===== config.mk =====
export PLATFORM = sky130hd
export DESIGN_NAME = fdt_reader
export DESIGN_NICKNAME = d
export VERILOG_FILES = /design/src/fdt_pkg.sv /design/src/fdt_table_rom.sv /design/src/fdt_buf2.sv /design/src/fdt_reader.sv
export VERILOG_INCLUDE_DIRS = /design/src /design/src/src
export SDC_FILE = /design/constraint.sdc
export NUM_CORES = 1
export LEC_CHECK = 0
export BUFFER_PORTS_ARGS = -buffer_cell sky130_fd_sc_hd__buf_4
export CORE_UTILIZATION = 50
export DETAILED_ROUTE_END_ITERATION = 8
export GPL_TIMING_DRIVEN = 0
export PLACE_DENSITY = 0.7
export SYNTH_ARGS = -nofsm -noshare
export SYNTH_HDL_FRONTEND = slang
export SYNTH_SLANG_ARGS = --single-unit

===== constraint.sdc =====
create_clock -name clock -period 3.5 [get_ports clock]
set_clock_uncertainty 0.15 [all_clocks]
set_input_delay 0.525 -clock clock [delete_from_list [all_inputs] [get_ports clock]]
set_output_delay 0.525 -clock clock [all_outputs]
set_load 0.005 [all_outputs]

===== src/fdt_map.svh =====
// constants of the discovery-table reader: bit counts, limits, field places
`ifndef FDT_MAP_SVH
`define FDT_MAP_SVH

// ---------------------------------------------------------------
// command framing
// ---------------------------------------------------------------
`define FDT_CMD_OPCODE     8'hA5
`define FDT_CMD_LAST_BIT   5'h07
`define FDT_ADDR_LAST_BIT  5'h17
`define FDT_DUMMY_EXT      5'h08
`define FDT_DUMMY_QUAD     5'h0A

// ---------------------------------------------------------------
// table geometry, synchroniser stages and buffer depth
// ---------------------------------------------------------------
`define FDT_TABLE_AW       11
`define FDT_TABLE_LAST     11'h7FF
`define FDT_SYNC_STAGES    3
`define FDT_BUF_DEPTH      2

// ---------------------------------------------------------------
// first extended id byte fields and reset values
// ---------------------------------------------------------------
`define FDT_EDID_BP_BIT    5
`define FDT_EDID_XIP_BIT   4
`define FDT_EDID_PIN_BIT   3
`define FDT_EDID_RESET     8'h00
`define FDT_PIN_IDLE       2'h3 // released, out parked high

`endif


===== src/fdt_pkg.sv =====
// types shared by the discovery-table reader files
package fdt_pkg;

  typedef enum logic [2:0] {
    FDT_ST_CMD,
    FDT_ST_ADDR,
    FDT_ST_DUMMY,
    FDT_ST_DATA,
    FDT_ST_IGNORE
  } fdt_state_e;

  // one two-way data line as seen from the device
  typedef struct packed {
    logic out;
    logic oe_n;
  } fdt_pin_s;

  typedef logic [7:0] fdt_byte_t;

endpackage


===== src/fdt_table_rom.sv =====
// read-only discovery parameter table, registered read data
`include "fdt_map.svh"

module fdt_table_rom (
  input  wire logic                       clock,
  input  wire logic                       rd_en,
  input  wire logic [`FDT_TABLE_AW-1:0]   addr,
  output fdt_pkg::fdt_byte_t              data_reg
);

  // -------------------------------------------------------------
  // table contents
  // -------------------------------------------------------------
  function automatic fdt_pkg::fdt_byte_t table_byte(
    input logic [`FDT_TABLE_AW-1:0] a
  );
    fdt_pkg::fdt_byte_t v;
    v = 8'hFF;
    case (a)
      11'h000: v = 8'h53;
      11'h001: v = 8'h46;
      11'h002: v = 8'h44;
      11'h003: v = 8'h50;
      11'h004: v = 8'h00;
      11'h005: v = 8'h01;
      11'h006: v = 8'h00;
      11'h008: v = 8'h00;
      11'h009: v = 8'h00;
      11'h00A: v = 8'h01;
      11'h00B: v = 8'h09;
      11'h00C: v = 8'h30;
      11'h00D: v = 8'h00;
      11'h00E: v = 8'h00;
      11'h030: v = 8'hE5;
      11'h031: v = 8'h20;
      11'h032: v = 8'hF1;
      11'h037: v = 8'h07;
      11'h038: v = 8'h29;
      11'h039: v = 8'hEB;
      11'h03A: v = 8'h27;
      11'h03B: v = 8'h6B;
      11'h03C: v = 8'h08;
      11'h03D: v = 8'h3B;
      11'h03E: v = 8'h27;
      11'h03F: v = 8'hBB;
      11'h040: v = 8'hFF;
      11'h046: v = 8'h27;
      11'h047: v = 8'hBB;
      11'h04A: v = 8'h29;
      11'h04B: v = 8'hEB;
      11'h04C: v = 8'h0C;
      11'h04D: v = 8'h20;
      11'h04E: v = 8'h10;
      11'h04F: v = 8'hD8;
      11'h050: v = 8'h00;
      11'h051: v = 8'h00;
      11'h052: v = 8'h00;
      11'h053: v = 8'h00;
      default: v = 8'hFF;
    endcase
    return v;
  endfunction

  always_ff @(posedge clock) begin
    if (rd_en) begin
      data_reg <= table_byte(addr);
    end
  end
endmodule


===== src/fdt_buf2.sv =====
// two-entry buffer with valid and ready on both sides
`include "fdt_map.svh"

module fdt_buf2 (
  input  wire logic               clock,
  input  wire logic               rst,
  input  wire logic               clear,
  input  wire logic               in_valid,
  output logic                    in_ready,
  input  fdt_pkg::fdt_byte_t      in_data,
  output logic                    out_valid,
  input  wire logic               out_ready,
  output fdt_pkg::fdt_byte_t      out_data
);

  fdt_pkg::fdt_byte_t mem_reg [`FDT_BUF_DEPTH];
  logic               wr_ptr_reg;
  logic               rd_ptr_reg;
  logic [1:0]         count_reg;
  wire                push;
  wire                pop;

  assign in_ready  = count_reg != 2'h2;
  assign out_valid = count_reg != 2'h0;
  assign out_data  = mem_reg[rd_ptr_reg];
  assign push      = in_valid & in_ready;
  assign pop       = out_valid & out_ready;

  always_ff @(posedge clock) begin
    if (push) begin
      mem_reg[wr_ptr_reg] <= in_data;
    end
  end

  always_ff @(posedge clock) begin
    if (rst || clear) begin
      wr_ptr_reg <= 1'b0;
      rd_ptr_reg <= 1'b0;
      count_reg  <= 2'h0;
    end else begin
      wr_ptr_reg <= wr_ptr_reg ^ push;
      rd_ptr_reg <= rd_ptr_reg ^ pop;
      count_reg  <= 2'(count_reg + {1'b0, push} - {1'b0, pop});
    end
  end

endmodule


===== src/fdt_reader.sv =====
// discovery-table read command: pin sampling, framing, byte output
`include "fdt_map.svh"

module fdt_reader (
  input  wire logic   clock,
  input  wire logic   rst,
  input  wire logic   serial_clock,
  input  wire logic   chip_select_n,
  input  wire logic   serial_io_line_0,
  input  wire logic   quad_protocol,
  input  wire logic   execute_in_place_not_required,
  input  wire logic   reset_pin_function,
  output fdt_pkg::fdt_pin_s serial_io_line_1,
  output fdt_pkg::fdt_byte_t ext_id_byte0
);

  // -------------------------------------------------------------
  // pin synchronisers: level changes once stages two and three agree
  // -------------------------------------------------------------
  wire  [2:0] pin_raw;
  logic [2:0] s1_reg;
  logic [2:0] s2_reg;
  logic [2:0] s3_reg;
  logic [2:0] lvl_reg;
  logic [2:0] lvl_next;

  assign pin_raw = {serial_io_line_0, chip_select_n, serial_clock};

  genvar gi;
  generate
    for (gi = 0; gi < 3; gi++) begin : g_sync
      assign lvl_next[gi] = (s2_reg[gi] == s3_reg[gi]) ? s3_reg[gi]
                                                        : lvl_reg[gi];
      always_ff @(posedge clock) begin
        // stages start at the pin's idle level: no false select after reset
        if (rst) begin
          s1_reg[gi]  <= gi == 1;
          s2_reg[gi]  <= gi == 1;
          s3_reg[gi]  <= gi == 1;
          lvl_reg[gi] <= gi == 1;
        end else begin
          s1_reg[gi]  <= pin_raw[gi];
          s2_reg[gi]  <= s1_reg[gi];
          s3_reg[gi]  <= s2_reg[gi];
          lvl_reg[gi] <= lvl_next[gi];
        end
      end
    end
  endgenerate

  wire sck_rise = lvl_next[0] & ~lvl_reg[0];
  wire sck_fall = ~lvl_next[0] & lvl_reg[0];
  wire deselect = lvl_reg[1];
  wire din      = lvl_next[2];

  // -------------------------------------------------------------
  // command framing
  // -------------------------------------------------------------
  fdt_pkg::fdt_state_e        state_reg;
  fdt_pkg::fdt_state_e        state_next;
  logic [4:0]                 cnt_reg;
  logic [4:0]                 cnt_next;
  logic [23:0]                sh_reg;
  logic [`FDT_TABLE_AW-1:0]   ptr_reg;
  logic [`FDT_TABLE_AW-1:0]   ptr_next;

  wire [23:0] sh_in      = {sh_reg[22:0], din};
  wire        take       = sck_rise & ~deselect;
  wire [4:0]  dummy_last = quad_protocol ? 5'(`FDT_DUMMY_QUAD - 1)
                                         : 5'(`FDT_DUMMY_EXT - 1);
  wire        op_match   = sh_in[7:0] == `FDT_CMD_OPCODE;

  always_comb begin
    state_next = state_reg;
    cnt_next   = cnt_reg;
    if (deselect) begin
      state_next = fdt_pkg::FDT_ST_CMD;
      cnt_next   = 5'h00;
    end else if (take) begin
      cnt_next = 5'(cnt_reg + 5'h01);
      case (state_reg)
        fdt_pkg::FDT_ST_CMD: begin
          if (cnt_reg == `FDT_CMD_LAST_BIT) begin
            cnt_next   = 5'h00;
            state_next = op_match ? fdt_pkg::FDT_ST_ADDR
                                  : fdt_pkg::FDT_ST_IGNORE;
          end
        end
        fdt_pkg::FDT_ST_ADDR: begin
          if (cnt_reg == `FDT_ADDR_LAST_BIT) begin
            cnt_next   = 5'h00;
            state_next = fdt_pkg::FDT_ST_DUMMY;
          end
        end
        fdt_pkg::FDT_ST_DUMMY: begin
          if (cnt_reg == dummy_last) begin
            cnt_next   = 5'h00;
            state_next = fdt_pkg::FDT_ST_DATA;
          end
        end
        default: cnt_next = cnt_reg;
      endcase
    end
  end

  always_ff @(posedge clock) begin
    if (rst) begin
      state_reg <= fdt_pkg::FDT_ST_CMD;
      cnt_reg   <= 5'h00;
      sh_reg    <= 24'h000000;
    end else begin
      state_reg <= state_next;
      cnt_reg   <= cnt_next;
      if (take) begin
        sh_reg <= sh_in;
      end
    end
  end

  // -------------------------------------------------------------
  // table fetch into the buffer
  // -------------------------------------------------------------
  logic                pend_reg;
  fdt_pkg::fdt_byte_t  rom_data;
  fdt_pkg::fdt_byte_t  buf_data;
  logic                buf_in_ready;
  logic                buf_valid;
  logic                load;

  wire fill_active = state_reg == fdt_pkg::FDT_ST_DUMMY ||
                     state_reg == fdt_pkg::FDT_ST_DATA;
  wire rd_en       = fill_active & buf_in_ready & ~pend_reg & ~deselect;
  wire addr_done   = take && state_reg == fdt_pkg::FDT_ST_ADDR &&
                     cnt_reg == `FDT_ADDR_LAST_BIT;

  // plain 11-bit increment: no burst-wrap length is consulted
  assign ptr_next = addr_done ? sh_in[`FDT_TABLE_AW-1:0]
                  : rd_en     ? `FDT_TABLE_AW'(ptr_reg + 1'b1)
                  : ptr_reg;

  always_ff @(posedge clock) begin
    if (rst) begin
      ptr_reg  <= '0;
      pend_reg <= 1'b0;
    end else begin
      ptr_reg  <= ptr_next;
      pend_reg <= rd_en;
    end
  end

  fdt_table_rom u_rom (
    .clock    (clock),
    .rd_en    (rd_en),
    .addr     (ptr_reg),
    .data_reg (rom_data)
  );

  // one read in flight at a time, so a push always finds room
  fdt_buf2 u_buf (
    .clock     (clock),
    .rst       (rst),
    .clear     (deselect),
    .in_valid  (pend_reg),
    .in_ready  (buf_in_ready),
    .in_data   (rom_data),
    .out_valid (buf_valid),
    .out_ready (load),
    .out_data  (buf_data)
  );

  // -------------------------------------------------------------
  // byte output on the falling serial clock
  // -------------------------------------------------------------
  logic [2:0]          obit_reg;
  fdt_pkg::fdt_byte_t  osh_reg;
  fdt_pkg::fdt_pin_s   pin_reg;

  wire shift_edge = sck_fall & ~deselect &
                    state_reg == fdt_pkg::FDT_ST_DATA;
  assign load     = shift_edge & (obit_reg == 3'h0) & buf_valid;

  always_ff @(posedge clock) begin
    if (rst || deselect) begin
      obit_reg <= 3'h0;
      osh_reg  <= 8'h00;
      pin_reg  <= `FDT_PIN_IDLE;
    end else if (load) begin
      obit_reg     <= 3'h1;
      osh_reg      <= {buf_data[6:0], 1'b0};
      pin_reg.out  <= buf_data[7];
      pin_reg.oe_n <= 1'b0;
    end else if (shift_edge && obit_reg != 3'h0) begin
      obit_reg    <= 3'(obit_reg + 3'h1);
      osh_reg     <= {osh_reg[6:0], 1'b0};
      pin_reg.out <= osh_reg[7];
    end
  end

  assign serial_io_line_1 = pin_reg;

  // -------------------------------------------------------------
  // first extended id byte
  // -------------------------------------------------------------
  fdt_pkg::fdt_byte_t edid_next;

  always_comb begin
    edid_next = `FDT_EDID_RESET;
    edid_next[`FDT_EDID_BP_BIT]  = 1'b0;
    edid_next[`FDT_EDID_XIP_BIT] = execute_in_place_not_required;
    edid_next[`FDT_EDID_PIN_BIT] = reset_pin_function;
  end

  always_ff @(posedge clock) begin
    if (rst) begin
      ext_id_byte0 <= `FDT_EDID_RESET;
    end else begin
      ext_id_byte0 <= edid_next;
    end
  end

  // -------------------------------------------------------------
  // checks
  // -------------------------------------------------------------
  logic [4:0] dummy_seen_reg;

  always_ff @(posedge clock) begin
    if (rst || state_reg != fdt_pkg::FDT_ST_DUMMY) begin
      dummy_seen_reg <= 5'h00;
    end else if (take) begin
      dummy_seen_reg <= 5'(dummy_seen_reg + 5'h01);
    end
  end
endmodule


== After elaboration in Yosys (flattened, before gate mapping) ==
Memories as Yosys holds them, arrays and structs flattened. A register that Yosys moved wholly into a read port is not among the register bits.
Index checks and enable logic that the tools add are counted.
Widths: inputs -> output; s select.
Storage, ports and cells
  memories kept: 2
  logic and storage cells: 107
  flip-flop bits (word level): 66
  memory bits (read-only): 1024
  memory bits (writable): 16
Memories
  (name not given): words 128, bits a word 8, rd ports 1, clocked after Yosys merged registers in 1, write ports 0, line fdt_table_rom.sv:19  | case (a)
  u_buf.mem_reg: words 2, bits a word 8, rd ports 1, clocked after Yosys merged registers in 1, write ports 1, line fdt_buf2.sv:16  | fdt_pkg::fdt_byte_t mem_reg [`FDT_BUF_DEPTH];
Cells by class
  multiplexer cells: 23
  add/sub/neg operators: 5
  reductions and logical operators: 18
  bitwise operators: 18
  eq/ne operators: 14
Operators by type and width (number)
  $mux 11: 2
  $mux 8: 2
  $mux 5: 3
  $pmux 5 s3: 1
  $and 1x1->1: 12
  $mux 3: 4
  $add 11x1->11 const B: 1
  $mux 1: 9
  $pmux 3 s3: 1
  $eq 8x8->1 const B: 1
  $ne 2x2->1 const B: 4
  $eq 3x2->1 const B: 2
  $logic_not 3->1: 2
  $reduce_bool 2->1: 3
  $reduce_bool 3->1: 2
  $add 5x1->5 const B: 1
  $eq 5x3->1 const B: 1
  $eq 5x4->1: 1
  $eq 5x5->1 const B: 1
  $reduce_and 5->1: 1
  $logic_not 4->1: 1
  $mux 4: 1
  $not 1->1: 4
  $reduce_or 2->1: 2
  10 further kinds: 16

== Longest topological paths before layout ==
Gate-level depths: netlist of run 1.
  depth after elaboration: 11
  depth in mapped cells: 11
  mapped depth without buffers: 10

== Cells and area by module ==
A second synthesis of run 1 with hierarchy kept.
Unflattened totals
  cells, all modules: 456
  area, all modules: 4310.4 µm²
Modules (own cells, without submodules)
  fdt_reader: area each 2561.2 µm², cells each 294, times used 1
  fdt_table_rom: area each 935.9 µm², cells each 109, times used 1
  fdt_buf2: area each 813.3 µm², cells each 53, times used 1

== Worst setup path after synthesis of run 1 ==
Ideal clock, no wire load.
  kind: reg2reg
  start point: register state_reg[2]
  end point: register u_buf.count_reg[1]
  cell stages (with the launch flop): 12
  setup slack: 0.950 ns
  data required time: 3.222 ns
  arrival time: 2.272 ns
  setup time: 0.128 ns
  cells stage by stage: dfxtp_1 buf_6 or3b_1 buf_6 nor4b_2 buf_4 ha_1 inv_1 ha_1 xor2_1 xnor2_1 nor2_1
Between the ends
  cells in the longest elaborated chain, start to end: 6
RTL lines
  start, declared: line fdt_reader.sv:59  | fdt_pkg::fdt_state_e state_reg;
  start signal, assigned: line fdt_reader.sv:108  | state_reg <= fdt_pkg::FDT_ST_CMD;
  start signal, assigned: line fdt_reader.sv:112  | state_reg <= state_next;
  $eq 3x2->1: line fdt_reader.sv:179  | state_reg == fdt_pkg::FDT_ST_DATA;
  $and 1x1->1: line fdt_reader.sv:178  | wire shift_edge = sck_fall & ~deselect &
  $and 1x1->1 (2 in series): line fdt_reader.sv:180  | assign load = shift_edge & (obit_reg == 3'h0) & buf_valid;
  net load: line fdt_reader.sv:128  | logic load;
  $and 1x1->1: line fdt_buf2.sv:27  | assign pop = out_valid & out_ready;
  $sub 2x1->2: line fdt_buf2.sv:43  | count_reg <= 2'(count_reg + {1'b0, push} - {1'b0, pop});
  end signal, assigned: line fdt_buf2.sv:43
  end, declared: line fdt_buf2.sv:19  | logic [1:0] count_reg;
The timed path passes the listed nets, and every way through them passes these cells.
A chain may end at the register's enable or synchronous reset.

== Worst setup path in the final report of run 1 ==
  start point: register state_reg[0]
  end point: register u_buf.count_reg[1]
Same word-level chain as after synthesis.

==> impl_metrics.prom, run 1 <==
# TYPE chip_impl_metric gauge
chip_impl_metric{name="syn_area_per_cell",unit="sq um"} 9.45
chip_impl_metric{name="fmax",unit="MHz"} 355
chip_impl_info{name="crit_path_top_delay_cell",value="nor4b_2"} 1
chip_impl_metric{name="grt_remaining_overflow",unit=""} 0
chip_impl_metric{name="nNetsFinal",unit=""} 504
chip_impl_metric{name="worst_slew_margin_rel",unit="%"} 51.2
chip_impl_metric{name="count_of_input_and_output_buffers",unit=""} 11
chip_impl_metric{name="track_usage",unit="%"} 21.5
chip_impl_metric{name="synth_edf_count",unit=""} 24
chip_impl_metric{name="cts.sink_count",unit=""} 84
chip_impl_metric{name="wire_length_of_the_first_global_routing_pass",unit="um"} 14800
chip_impl_metric{name="routed_wire_length_per_instance",unit="um"} 15.3
chip_impl_metric{name="dp_hpwl",unit="um"} 6410
chip_impl_metric{name="post-route-drc-count",unit=""} 0
chip_impl_metric{name="finalSetupViolations",unit=""} 0
chip_impl_metric{name="power-per-cell-area",unit="nW/um^2"} 388
chip_impl_metric{name="post-route-min-period",unit="ns"} 2.81
chip_impl_metric{name="design.die.area",unit="sq um"} 8900
chip_impl_metric{name="diodes",unit=""} 0
chip_impl_metric{name="detailroute.via_count",unit=""} 3436
chip_impl_info{name="worstPathCellList",value="clkbuf_1, nand4bb_1, nor4b_2, buf_4, ha_1, inv_1, ha_1, xor2_1, xnor2_1, nor2_1"} 1
chip_impl_metric{name="final_layout_size_suffix_gt1_share",unit="%"} 12.6
chip_impl_metric{name="postRouteAntennaNets",unit=""} 0
chip_impl_metric{name="pin_count",unit=""} 18
chip_impl_metric{name="max_cap_viol_count",unit=""} 0
chip_impl_metric{name="drt_first_iter_violations",unit=""} 170
chip_impl_metric{name="postSynth.asyncResetShare",unit="%"} 0
chip_impl_metric{name="area_growth",unit="%"} 11.0
chip_impl_metric{name="p_leak",unit="nW"} 1.59
chip_impl_metric{name="die-height",unit="um"} 94.3
chip_impl_metric{name="cts_htree_levels",unit=""} 3
chip_impl_metric{name="clock_tree.buffer_depth",unit=""} 2
chip_impl_metric{name="worst_path_largest_cell_delay",unit="ns"} 0.49
chip_impl_info{name="tritoncts",value="yes"} 1
chip_impl_info{name="clock_root_buffer_master",value="clkbuf_8"} 1
chip_impl_metric{name="yosys_warnings",unit=""} 0
chip_impl_metric{name="post_cts_resize_count",unit=""} 0
chip_impl_info{name="cp_common_cell",value="ha_1"} 1
chip_impl_metric{name="critPathArrivalTime",unit="ns"} 2.89
chip_impl_metric{name="cts_hold_repair.buffers",unit=""} 0
chip_impl_metric{name="holdWs",unit="ns"} 0.217
chip_impl_metric{name="via_count_of_the_first_global_routing_pass",unit=""} 3156
chip_impl_info{name="layout.cells.most_common_list",value="dfxtp_1 (60), nand2_1 (56), a21oi_1 (36)"} 1
chip_impl_metric{name="synth-seq-cells",unit=""} 84
chip_impl_info{name="critPathLaunchType",value="flip-flop"} 1
chip_impl_info{name="min_delay_worst_type",value="in -> reg"} 1
chip_impl_info{name="worstReg2RegStart",value="state_reg[0]"} 1
chip_impl_metric{name="worstMarginPinSlew",unit="ns"} 0.713
chip_impl_metric{name="vdd_drop_max",unit="V"} 0.000273
chip_impl_metric{name="drv_slew",unit=""} 0
chip_impl_metric{name="core_area",unit="sq um"} 8220
chip_impl_info{name="mostFrequentLayoutCell",value="dfxtp_1"} 1
chip_impl_info{name="timing.critical_path.max_delay_family",value="simple AND/OR/NAND/NOR gates"} 1
chip_impl_metric{name="drt_first_pass_iters",unit=""} 5
chip_impl_metric{name="synth-seq-area-share",unit="%"} 45.1
chip_impl_metric{name="postSynthCellCount",unit=""} 451
chip_impl_metric{name="post_cts_setup_buffer_count",unit=""} 0
chip_impl_metric{name="number_of_buffers_and_inverters_on_the_critical_path",unit=""} 3
chip_impl_metric{name="numCtsBuffers",unit=""} 9
chip_impl_metric{name="synth_cell_types",unit=""} 67
chip_impl_metric{name="antenna_found_initial",unit=""} 0
chip_impl_info{name="path_class",value="reg -> reg"} 1
chip_impl_info{name="yosysTopAreaCell",value="dfxtp_1"} 1
chip_impl_metric{name="cell_area_after_technology_mapping",unit="sq um"} 4260
chip_impl_metric{name="final-hold-violation-count",unit=""} 0
chip_impl_metric{name="yosys.area.top_type_share",unit="%"} 28.2
chip_impl_info{name="hold_path.startpoint",value="chip_select_n"} 1
chip_impl_metric{name="finalWeightedCongestion",unit=""} 0.934
chip_impl_info{name="post_synth_main_area_contributors",value="dfxtp_1 (28%), edfxtp_1 (17%), ha_1 (5.3%)"} 1
chip_impl_metric{name="cts.clk_slew.worst_paths",unit="ns"} 0.08
chip_impl_metric{name="worstPathRequired",unit="ns"} 3.57
chip_impl_metric{name="largest_reg_flops",unit=""} 16
chip_impl_metric{name="routed_wl",unit="um"} 8980
chip_impl_info{name="status",value="complete, no violations"} 1
chip_impl_metric{name="vias_per_cell",unit=""} 5.84
chip_impl_metric{name="starting_density_of_the_core",unit="%"} 51.9
chip_impl_metric{name="period_share",unit="%"} 80.4
chip_impl_metric{name="rows",unit=""} 33
chip_impl_metric{name="grt_max_degree",unit=""} 17
chip_impl_info{name="worst_setup_path_startpoint",value="state_reg[0]"} 1
chip_impl_metric{name="setup_total_negative_slack",unit="ns"} 0
chip_impl_info{name="cp-end-kind",value="flip-flop"} 1
chip_impl_info{name="unrepaired_setup_endpoints_after_global_routing",value="no"} 1
chip_impl_metric{name="clk_latency",unit="ns"} 0.36
chip_impl_info{name="top_reg_cell_synth",value="dfxtp_1"} 1
chip_impl_metric{name="worstPathMaxFanout",unit=""} 10
chip_impl_metric{name="die-width",unit="um"} 94.3
## synth_stat cells (5+ instances only)
| library cell | number |
|---|---|
| xnor2_1 | 6 |
| nand3_1 | 10 |
| buf_4 | 8 |
| o311ai_0 | 7 |
| edfxtp_1 | 24 |
| nor2b_1 | 17 |
| nor2_1 | 21 |
| o21ai_0 | 17 |
| a22oi_1 | 9 |
| nor4bb_1 | 5 |
| a31oi_1 | 5 |
| inv_1 | 17 |
| buf_1 | 5 |
| ha_1 | 18 |
| o211ai_1 | 6 |
| a21oi_1 | 36 |
| nand2_1 | 56 |
| mux2_2 | 8 |
| nor3_1 | 8 |
| or2_2 | 6 |
| clkbuf_1 | 14 |
| o31ai_1 | 5 |
| dfxtp_1 | 60 |
## area by class of cell
class | count | area (sq um)
plain buffers | 32 | 169
inverters | 17 | 63.8
fillers | 712 | 3480
repair buffers | 11 | 82.6
well taps | 105 | 131
flip-flops and latches | 84 | 1920
clock buffers | 10 | 138
clock inverters | 6 | 100
multi-input cells | 323 | 2130
## routing by layer
layer | part of all wire [%] | vias up | track usage (%)
met3 | 6.0 | 12 | 5.15
met1 | 46 | 1631 | 28.5
li1 | - | 1690 | -
met2 | 47 | 103 | 34.4
met4 | 0.91 | 0 | 7.05
met5 | 0 | - | 0
## report_power, final
part	internal [mW]	switching (mW)	total [mW]
registers	0.998	0.00221	1.00
clock network	0.437	0.371	0.807
logic	0.0160	0.0137	0.0297
## worst paths after layout
kind,endpoint,cells past startpoint,slack (ns)
setup / recovery,u_buf.count_reg[1],10,0.69
hold / removal,s1_reg[1],2,0.22
setup reg to reg,u_buf.count_reg[1],10,0.69
hold reg to reg,s2_reg[1],1,0.27
## cell families (layout without fill, tap and decap cells)
| kind of cell | after synthesis | in the layout | synth area share [%] |
|---|---|---|---|
| buffers and inverters | 49 | 76 | 5.46 |
| muxes | 13 | 13 | 3.58 |
| AOI/OAI and AO/OA | 115 | 115 | 18.0 |
| xor gates and xnor gates | 10 | 10 | 2.05 |
| and+or+nand+nor | 160 | 160 | 20.3 |
| DFF | 84 | 84 | 45.1 |
| other | 1 | 6 | 0.0880 |
| adders and majority gates | 19 | 19 | 5.52 |
## per-stage QoR
stage	cells	utilization [%]	cell area [sq um]	power [mW]	worst slack [ns]
after detailed placement	572	54.7	4500	1.05	0.717
after CTS	588	57.6	4730	1.86	0.696
after floorplan	456	-	4280	1.04	0.950
after global routing	588	57.6	4730	1.91	0.525
after global placement	572	54.7	4500	1.05	0.741
final	588	57.6	4730	1.84	0.686
## worst reg2reg max path: stages, from the launching register on
cell and delay (ns):
dfxtp_1 0.31, clkbuf_1 0.32, nand4bb_1 0.32, nor4b_2 0.49, buf_4 0.26, ha_1 0.24, inv_1 0.06, ha_1 0.15
xor2_1 0.20, xnor2_1 0.14, nor2_1 0.05
Power figures use the tool's default switching activity.
==> inputs of run 2 (changes only) <==
- PLACE_DENSITY: 0.7 -> 0.72
- clock period: 3.5 -> 2.3 ns (I/O delays scaled with it)
==> impl_metrics.prom, run 2 (synthesis results as in run 1) <==
# TYPE chip_impl_metric gauge
chip_impl_info{name="clock_root_buffer_master",value="clkbuf_8"} 1
chip_impl_metric{name="routed_wire_length_per_instance",unit="um"} 15.8
chip_impl_info{name="crit_path_top_delay_cell",value="or3b_1"} 1
chip_impl_info{name="tritoncts",value="yes"} 1
chip_impl_info{name="unrepaired_setup_endpoints_after_global_routing",value="yes"} 1
chip_impl_info{name="min_delay_worst_type",value="in -> reg"} 1
chip_impl_metric{name="largest_reg_flops",unit=""} 16
chip_impl_metric{name="vias_per_cell",unit=""} 5.82
chip_impl_metric{name="finalSetupViolations",unit=""} 0
chip_impl_metric{name="drt_first_iter_violations",unit=""} 268
chip_impl_metric{name="design.die.area",unit="sq um"} 8900
chip_impl_info{name="path_class",value="reg -> reg"} 1
chip_impl_metric{name="worst_slew_margin_rel",unit="%"} 57.3
chip_impl_metric{name="critPathArrivalTime",unit="ns"} 2.33
chip_impl_metric{name="switchingPower",unit="uW"} 551
chip_impl_metric{name="area_growth",unit="%"} 13.7
chip_impl_metric{name="final-hold-violation-count",unit=""} 0
chip_impl_metric{name="wire_length_of_the_first_global_routing_pass",unit="um"} 15000
chip_impl_metric{name="period_share",unit="%"} 97.8
chip_impl_metric{name="routed_wl",unit="um"} 9370
chip_impl_info{name="worstPathCellList",value="or3b_1, buf_6, nor4b_4, buf_6, ha_4, inv_2, ha_4, xor2_1, xnor2_1, nor2_1"} 1
chip_impl_info{name="layout.cells.most_common_list",value="nand2_1 (56), dfxtp_1 (54), a21oi_1 (35)"} 1
chip_impl_metric{name="fmax",unit="MHz"} 445
chip_impl_metric{name="core_area",unit="sq um"} 8220
chip_impl_metric{name="count_of_input_and_output_buffers",unit=""} 11
chip_impl_metric{name="via_count_of_the_first_global_routing_pass",unit=""} 3098
chip_impl_info{name="cp-end-kind",value="flip-flop"} 1
chip_impl_metric{name="power.total",unit="mW"} 2.60
chip_impl_metric{name="worstPathRequired",unit="ns"} 2.38
chip_impl_metric{name="power-per-cell-area",unit="nW/um^2"} 536
chip_impl_metric{name="p_int",unit="mW"} 2.05
chip_impl_metric{name="grt_remaining_overflow",unit=""} 0
chip_impl_metric{name="finalWeightedCongestion",unit=""} 0.926
chip_impl_metric{name="postRouteAntennaNets",unit=""} 0
chip_impl_metric{name="final_layout_size_suffix_gt1_share",unit="%"} 17.6
chip_impl_metric{name="sequential_cell_fraction_of_total_power",unit="%"} 58.4
chip_impl_metric{name="numCtsBuffers",unit=""} 9
chip_impl_metric{name="worstPathMaxFanout",unit=""} 4
chip_impl_metric{name="antenna_found_initial",unit=""} 0
chip_impl_metric{name="post-route-drc-count",unit=""} 0
chip_impl_metric{name="die-height",unit="um"} 94.3
chip_impl_metric{name="grt_max_degree",unit=""} 15
chip_impl_metric{name="post-route-worst-setup-slack",unit="ns"} 0.0509
chip_impl_metric{name="nNetsFinal",unit=""} 511
chip_impl_metric{name="p_leak",unit="nW"} 1.60
chip_impl_metric{name="starting_density_of_the_core",unit="%"} 51.9
chip_impl_metric{name="place_worst_setup_slack",unit="ns"} -0.369
chip_impl_metric{name="track_usage",unit="%"} 22.1
chip_impl_metric{name="power.share.clock",unit="%"} 39.8
chip_impl_metric{name="clock_tree.buffer_depth",unit=""} 2
chip_impl_metric{name="combinationalPowerShare",unit="%"} 1.7
chip_impl_info{name="critPathLaunchType",value="flip-flop"} 1
chip_impl_metric{name="max_cap_viol_count",unit=""} 0
chip_impl_metric{name="dp_hpwl",unit="um"} 6680
chip_impl_metric{name="diodes",unit=""} 0
chip_impl_metric{name="die-width",unit="um"} 94.3
chip_impl_info{name="mostFrequentLayoutCell",value="nand2_1"} 1
chip_impl_metric{name="holdWs",unit="ns"} 0.0286
chip_impl_metric{name="worstMarginPinSlew",unit="ns"} 0.637
chip_impl_metric{name="detailroute.via_count",unit=""} 3464
chip_impl_metric{name="cts_hold_repair.buffers",unit=""} 0
chip_impl_metric{name="cts.sink_count",unit=""} 84
chip_impl_metric{name="sw_frac_of_total",unit="%"} 21.2
chip_impl_metric{name="cts_htree_levels",unit=""} 3
chip_impl_info{name="status",value="complete, no violations"} 1
chip_impl_metric{name="pin_count",unit=""} 18
chip_impl_metric{name="worst_path_largest_cell_delay",unit="ns"} 0.38
chip_impl_metric{name="post-route-min-period",unit="ns"} 2.25
chip_impl_metric{name="drt_first_pass_iters",unit=""} 5
chip_impl_metric{name="drv_slew",unit=""} 0
chip_impl_metric{name="cts.clk_slew.worst_paths",unit="ns"} 0.09
chip_impl_metric{name="clk_latency",unit="ns"} 0.35
chip_impl_metric{name="layout.core_utilization",unit="%"} 59.0
chip_impl_metric{name="vdd_drop_max",unit="V"} 0.000376
chip_impl_metric{name="rows",unit=""} 33
[run 2: changes by cell type in the layout (fill, tap and decap cells not counted), sizes merged]
cell	change
inv	-3
clkinvlp	+3
clkbuf	+1
buf	+7
bufinv	-1
[run 2: worst max-delay path: cells and delay by family, from the launching register on]
family        cells  cell delay [ns]
flops             1             0.35
fa+ha+maj         2             0.30
xor+xnor          2             0.29
buf+inv           3             0.35
simple gates      3             0.68
[run 2: final timing paths]
path	from	endpoint	slack (ns)	cells after the start
setup / recovery	state_reg[2]	u_buf.count_reg[1]	0.05	10
hold / removal	chip_select_n	s1_reg[1]	0.03	2
setup reg to reg	state_reg[2]	u_buf.count_reg[1]	0.05	10
hold reg to reg	s1_reg[1]	s2_reg[1]	0.28	1
[run 2: final cells by class]
type | instances | area [sq um]
Clock buffer | 11 | 131
Multi-Input combinational cell | 323 | 2210
Timing Repair Buffer | 21 | 158
Clock inverter | 5 | 60.1
Inverter | 17 | 67.6
Fill cell | 723 | 3370
Tap cell | 105 | 131
Sequential cell | 84 | 1940
Buffer | 29 | 153
[run 2: power groups by stage]
stage | Clock (mW) | Combinational [mW] | Sequential (mW)
after floorplan | 0 | 0.0266 | 1.56
after global placement | 0 | 0.0438 | 1.56
after detailed placement | 0 | 0.0446 | 1.56
after CTS | 1.05 | 0.0449 | 1.52
after global routing | 1.11 | 0.0500 | 1.52
final | 1.03 | 0.0451 | 1.52
[run 2: routing by layer]
metal,track usage [%],vias up,wire [um]
met5,0,-,0
met4,7.31,0,161
met3,5.72,20,463
met2,36.9,107,4600
met1,27.6,1634,4150
li1,-,1703,-
[run 2: metrics by stage]
step / instances / TNS, ns / instance area, sq um
detailed placement: 572 / -1.97 / 4540
floorplan: 456 / -0.0371 / 4320
global route: 595 / -0.0207 / 4850
finish: 595 / 0 / 4850
global placement: 572 / -1.76 / 4540
CTS: 592 / -0.0619 / 4790
[run 2: what timing repair did]
item / in CTS / in global routing
resized for setup: 11 / 15
pin swaps: 4 / 3
endpoints found under the setup margin: 16 / 15
setup buffers: 6 / 4
==> inputs of run 3 (changes only) <==
- CELL_PAD_IN_SITES_DETAIL_PLACEMENT: not set -> 1
- CELL_PAD_IN_SITES_GLOBAL_PLACEMENT: not set -> 1
- CORE_MARGIN: not set -> 2
- CORE_UTILIZATION: 50 -> 43
- PLACE_DENSITY: 0.72 -> 0.78
==> impl_metrics.prom, run 3 (synthesis results as in run 1) <==
# TYPE chip_impl_metric gauge
chip_impl_metric{name="drv_slew",unit=""} 0
chip_impl_metric{name="drt_first_pass_iters",unit=""} 5
chip_impl_metric{name="regToRegSetupSlack",unit="ns"} 0.01
chip_impl_metric{name="final_layout_size_suffix_gt1_share",unit="%"} 18.7
chip_impl_metric{name="wire_length_of_the_first_global_routing_pass",unit="um"} 17800
chip_impl_metric{name="detailroute.via_count",unit=""} 3449
chip_impl_metric{name="pin_count",unit=""} 18
chip_impl_metric{name="worst_reg_to_reg_path_cell_count",unit=""} 10
chip_impl_metric{name="starting_density_of_the_core",unit="%"} 44.0
chip_impl_metric{name="vdd_drop_max",unit="V"} 0.000259
chip_impl_info{name="crit_reg_reg_endpoint",value="u_buf.count_reg[1]"} 1
chip_impl_metric{name="holdWs",unit="ns"} 0.0429
chip_impl_metric{name="worst_slew_margin_rel",unit="%"} 55.7
chip_impl_metric{name="clk_latency",unit="ns"} 0.35
chip_impl_metric{name="power-per-cell-area",unit="nW/um^2"} 525
chip_impl_metric{name="count_of_input_and_output_buffers",unit=""} 11
chip_impl_info{name="worstReg2RegStart",value="state_reg[2]"} 1
chip_impl_info{name="path_class",value="reg -> reg"} 1
chip_impl_metric{name="period_share",unit="%"} 99.5
chip_impl_info{name="mostFrequentLayoutCell",value="nand2_1"} 1
chip_impl_info{name="status",value="complete, no violations"} 1
chip_impl_info{name="hold_path.startpoint",value="chip_select_n"} 1
chip_impl_metric{name="diodes",unit=""} 0
chip_impl_metric{name="place_inst",unit=""} 600
chip_impl_info{name="critPathLaunchType",value="flip-flop"} 1
chip_impl_metric{name="area_growth",unit="%"} 15.6
chip_impl_metric{name="power.total",unit="mW"} 2.59
chip_impl_info{name="whs_endpoint",value="s1_reg[1]"} 1
chip_impl_metric{name="numCtsBuffers",unit=""} 9
chip_impl_metric{name="core_area",unit="sq um"} 9680
chip_impl_metric{name="grt_max_degree",unit=""} 14
chip_impl_metric{name="routed_wl",unit="um"} 10600
chip_impl_metric{name="p_leak",unit="nW"} 1.63
chip_impl_info{name="clock_root_buffer_master",value="clkbuf_8"} 1
chip_impl_metric{name="critPathArrivalTime",unit="ns"} 2.36
chip_impl_info{name="min_delay_worst_type",value="in -> reg"} 1
chip_impl_metric{name="nNetsFinal",unit=""} 513
chip_impl_metric{name="worstMarginPinSlew",unit="ns"} 0.661
chip_impl_metric{name="final-hold-violation-count",unit=""} 0
chip_impl_metric{name="die-height",unit="um"} 104
chip_impl_metric{name="post-route-drc-count",unit=""} 0
chip_impl_metric{name="worstPathRequired",unit="ns"} 2.37
chip_impl_metric{name="cts.clk_slew.worst_paths",unit="ns"} 0.09
chip_impl_metric{name="finalSetupViolations",unit=""} 0
chip_impl_metric{name="worstPathMaxFanout",unit=""} 9
chip_impl_metric{name="cts_hold_repair.buffers",unit=""} 0
chip_impl_metric{name="clock_tree.buffer_depth",unit=""} 2
chip_impl_metric{name="postRouteAntennaNets",unit=""} 0
chip_impl_metric{name="largest_reg_flops",unit=""} 16
chip_impl_metric{name="cts.sink_count",unit=""} 84
chip_impl_metric{name="min_delay_path_depth",unit=""} 2
chip_impl_info{name="layout.cells.most_common_list",value="nand2_1 (56), dfxtp_1 (55), a21oi_1 (35)"} 1
chip_impl_metric{name="drt_first_iter_violations",unit=""} 176
chip_impl_info{name="tritoncts",value="yes"} 1
chip_impl_metric{name="die-width",unit="um"} 104
chip_impl_metric{name="post-route-min-period",unit="ns"} 2.29
chip_impl_metric{name="track_usage",unit="%"} 20.3
chip_impl_metric{name="fmax",unit="MHz"} 437
chip_impl_info{name="cp-end-kind",value="flip-flop"} 1
chip_impl_metric{name="layout.core_utilization",unit="%"} 50.9
chip_impl_metric{name="max_cap_viol_count",unit=""} 0
chip_impl_metric{name="design.die.area",unit="sq um"} 10700
chip_impl_metric{name="antenna_found_initial",unit=""} 0
chip_impl_metric{name="routed_wire_length_per_instance",unit="um"} 16.9
chip_impl_metric{name="cts_htree_levels",unit=""} 3
chip_impl_metric{name="dp_hpwl",unit="um"} 7590
chip_impl_info{name="unrepaired_setup_endpoints_after_global_routing",value="yes"} 1
chip_impl_metric{name="finalNonFillerCells",unit=""} 625
chip_impl_metric{name="finalWeightedCongestion",unit=""} 0.881
chip_impl_metric{name="rows",unit=""} 36
chip_impl_metric{name="via_count_of_the_first_global_routing_pass",unit=""} 3494
chip_impl_metric{name="vias_per_cell",unit=""} 5.52
chip_impl_metric{name="grt_remaining_overflow",unit=""} 0
==> run 3: cell count changes in the layout (fill, tap and decap cells not counted), moves of 2 or more <==
cell / change
clkbuf_8: +2
clkinv_2: +2
dfxtp_4: -2
o311ai_0: +2
o311ai_1: -2
==> run 3: worst max-delay path, stage by stage (launching register included) <==
cell and delay (ns):
dfxtp_2 0.32, buf_6 0.13, or3b_4 0.42, nor4b_4 0.27, buf_6 0.15, ha_4 0.19
inv_2 0.06, ha_4 0.13, xor2_2 0.13, xnor2_1 0.13, nor2_1 0.05
==> run 3: layer usage <==
layer | wire length, um | GRT usage [%] | vias up
met5 | 0 | 0 | -
met4 | 165 | 5.41 | 0
met3 | 337 | 3.84 | 16
met2 | 5080 | 34.2 | 55
met1 | 5010 | 26.8 | 1680
li1 | - | - | 1698
==> run 3: power breakdown <==
part           switching (mW)  internal [mW]  total (mW)
Sequential            0.00354           1.52        1.52
Clock                   0.508          0.514        1.02
Combinational          0.0218         0.0246      0.0464
Total                   0.533           2.06        2.59
==> run 3: metrics by stage <==
step           instance area, sq um  worst slack, ns  setup TNS (ns)
3_3_place_gp                   4570           -0.382           -1.88
5_1_grt                        4930           -0.107          -0.199
2_1_floorplan                  4320          -0.0371         -0.0371
4_1_cts                        4860           -0.101          -0.101
6_report                       4930           0.0108               0
3_5_place_dp                   4570           -0.448           -2.75
==> run 3: how the worst max path moves through the flow <==
stage               slack, ns    startpoint            endpoint  depth (start not counted)
floorplan               -0.04  state_reg[1]  u_buf.count_reg[1]                         11
global placement        -0.38  state_reg[0]  u_buf.count_reg[1]                         10
detailed placement      -0.45  state_reg[0]  u_buf.count_reg[1]                         10
CTS                     -0.10  state_reg[2]  u_buf.count_reg[1]                         11
global route            -0.11  state_reg[2]  u_buf.count_reg[1]                         10
finish                   0.01  state_reg[2]  u_buf.count_reg[1]                         10
==> run 3: timing repair <==
| item | 4_1_cts | 5_1_grt |
|---|---|---|
| gates cloned | 0 | 0 |
| setup endpoints to repair | 21 | 33 |
| endpoints found under the hold margin | 0 | 0 |
| setup buffers | 6 | 5 |
| resized for setup | 13 | 13 |
| pin swaps | 2 | 5 |
==> run 3: area by class of cell <==
cell class,count,area [sq um]
fill,1124,4760
multi-input combinational,323,2220
sequential,84,1930
clock buffer,13,180
timing repair buffer,22,178
tap,133,166
buffer,30,165
inverter,17,67.6
clock inverter,3,17.5
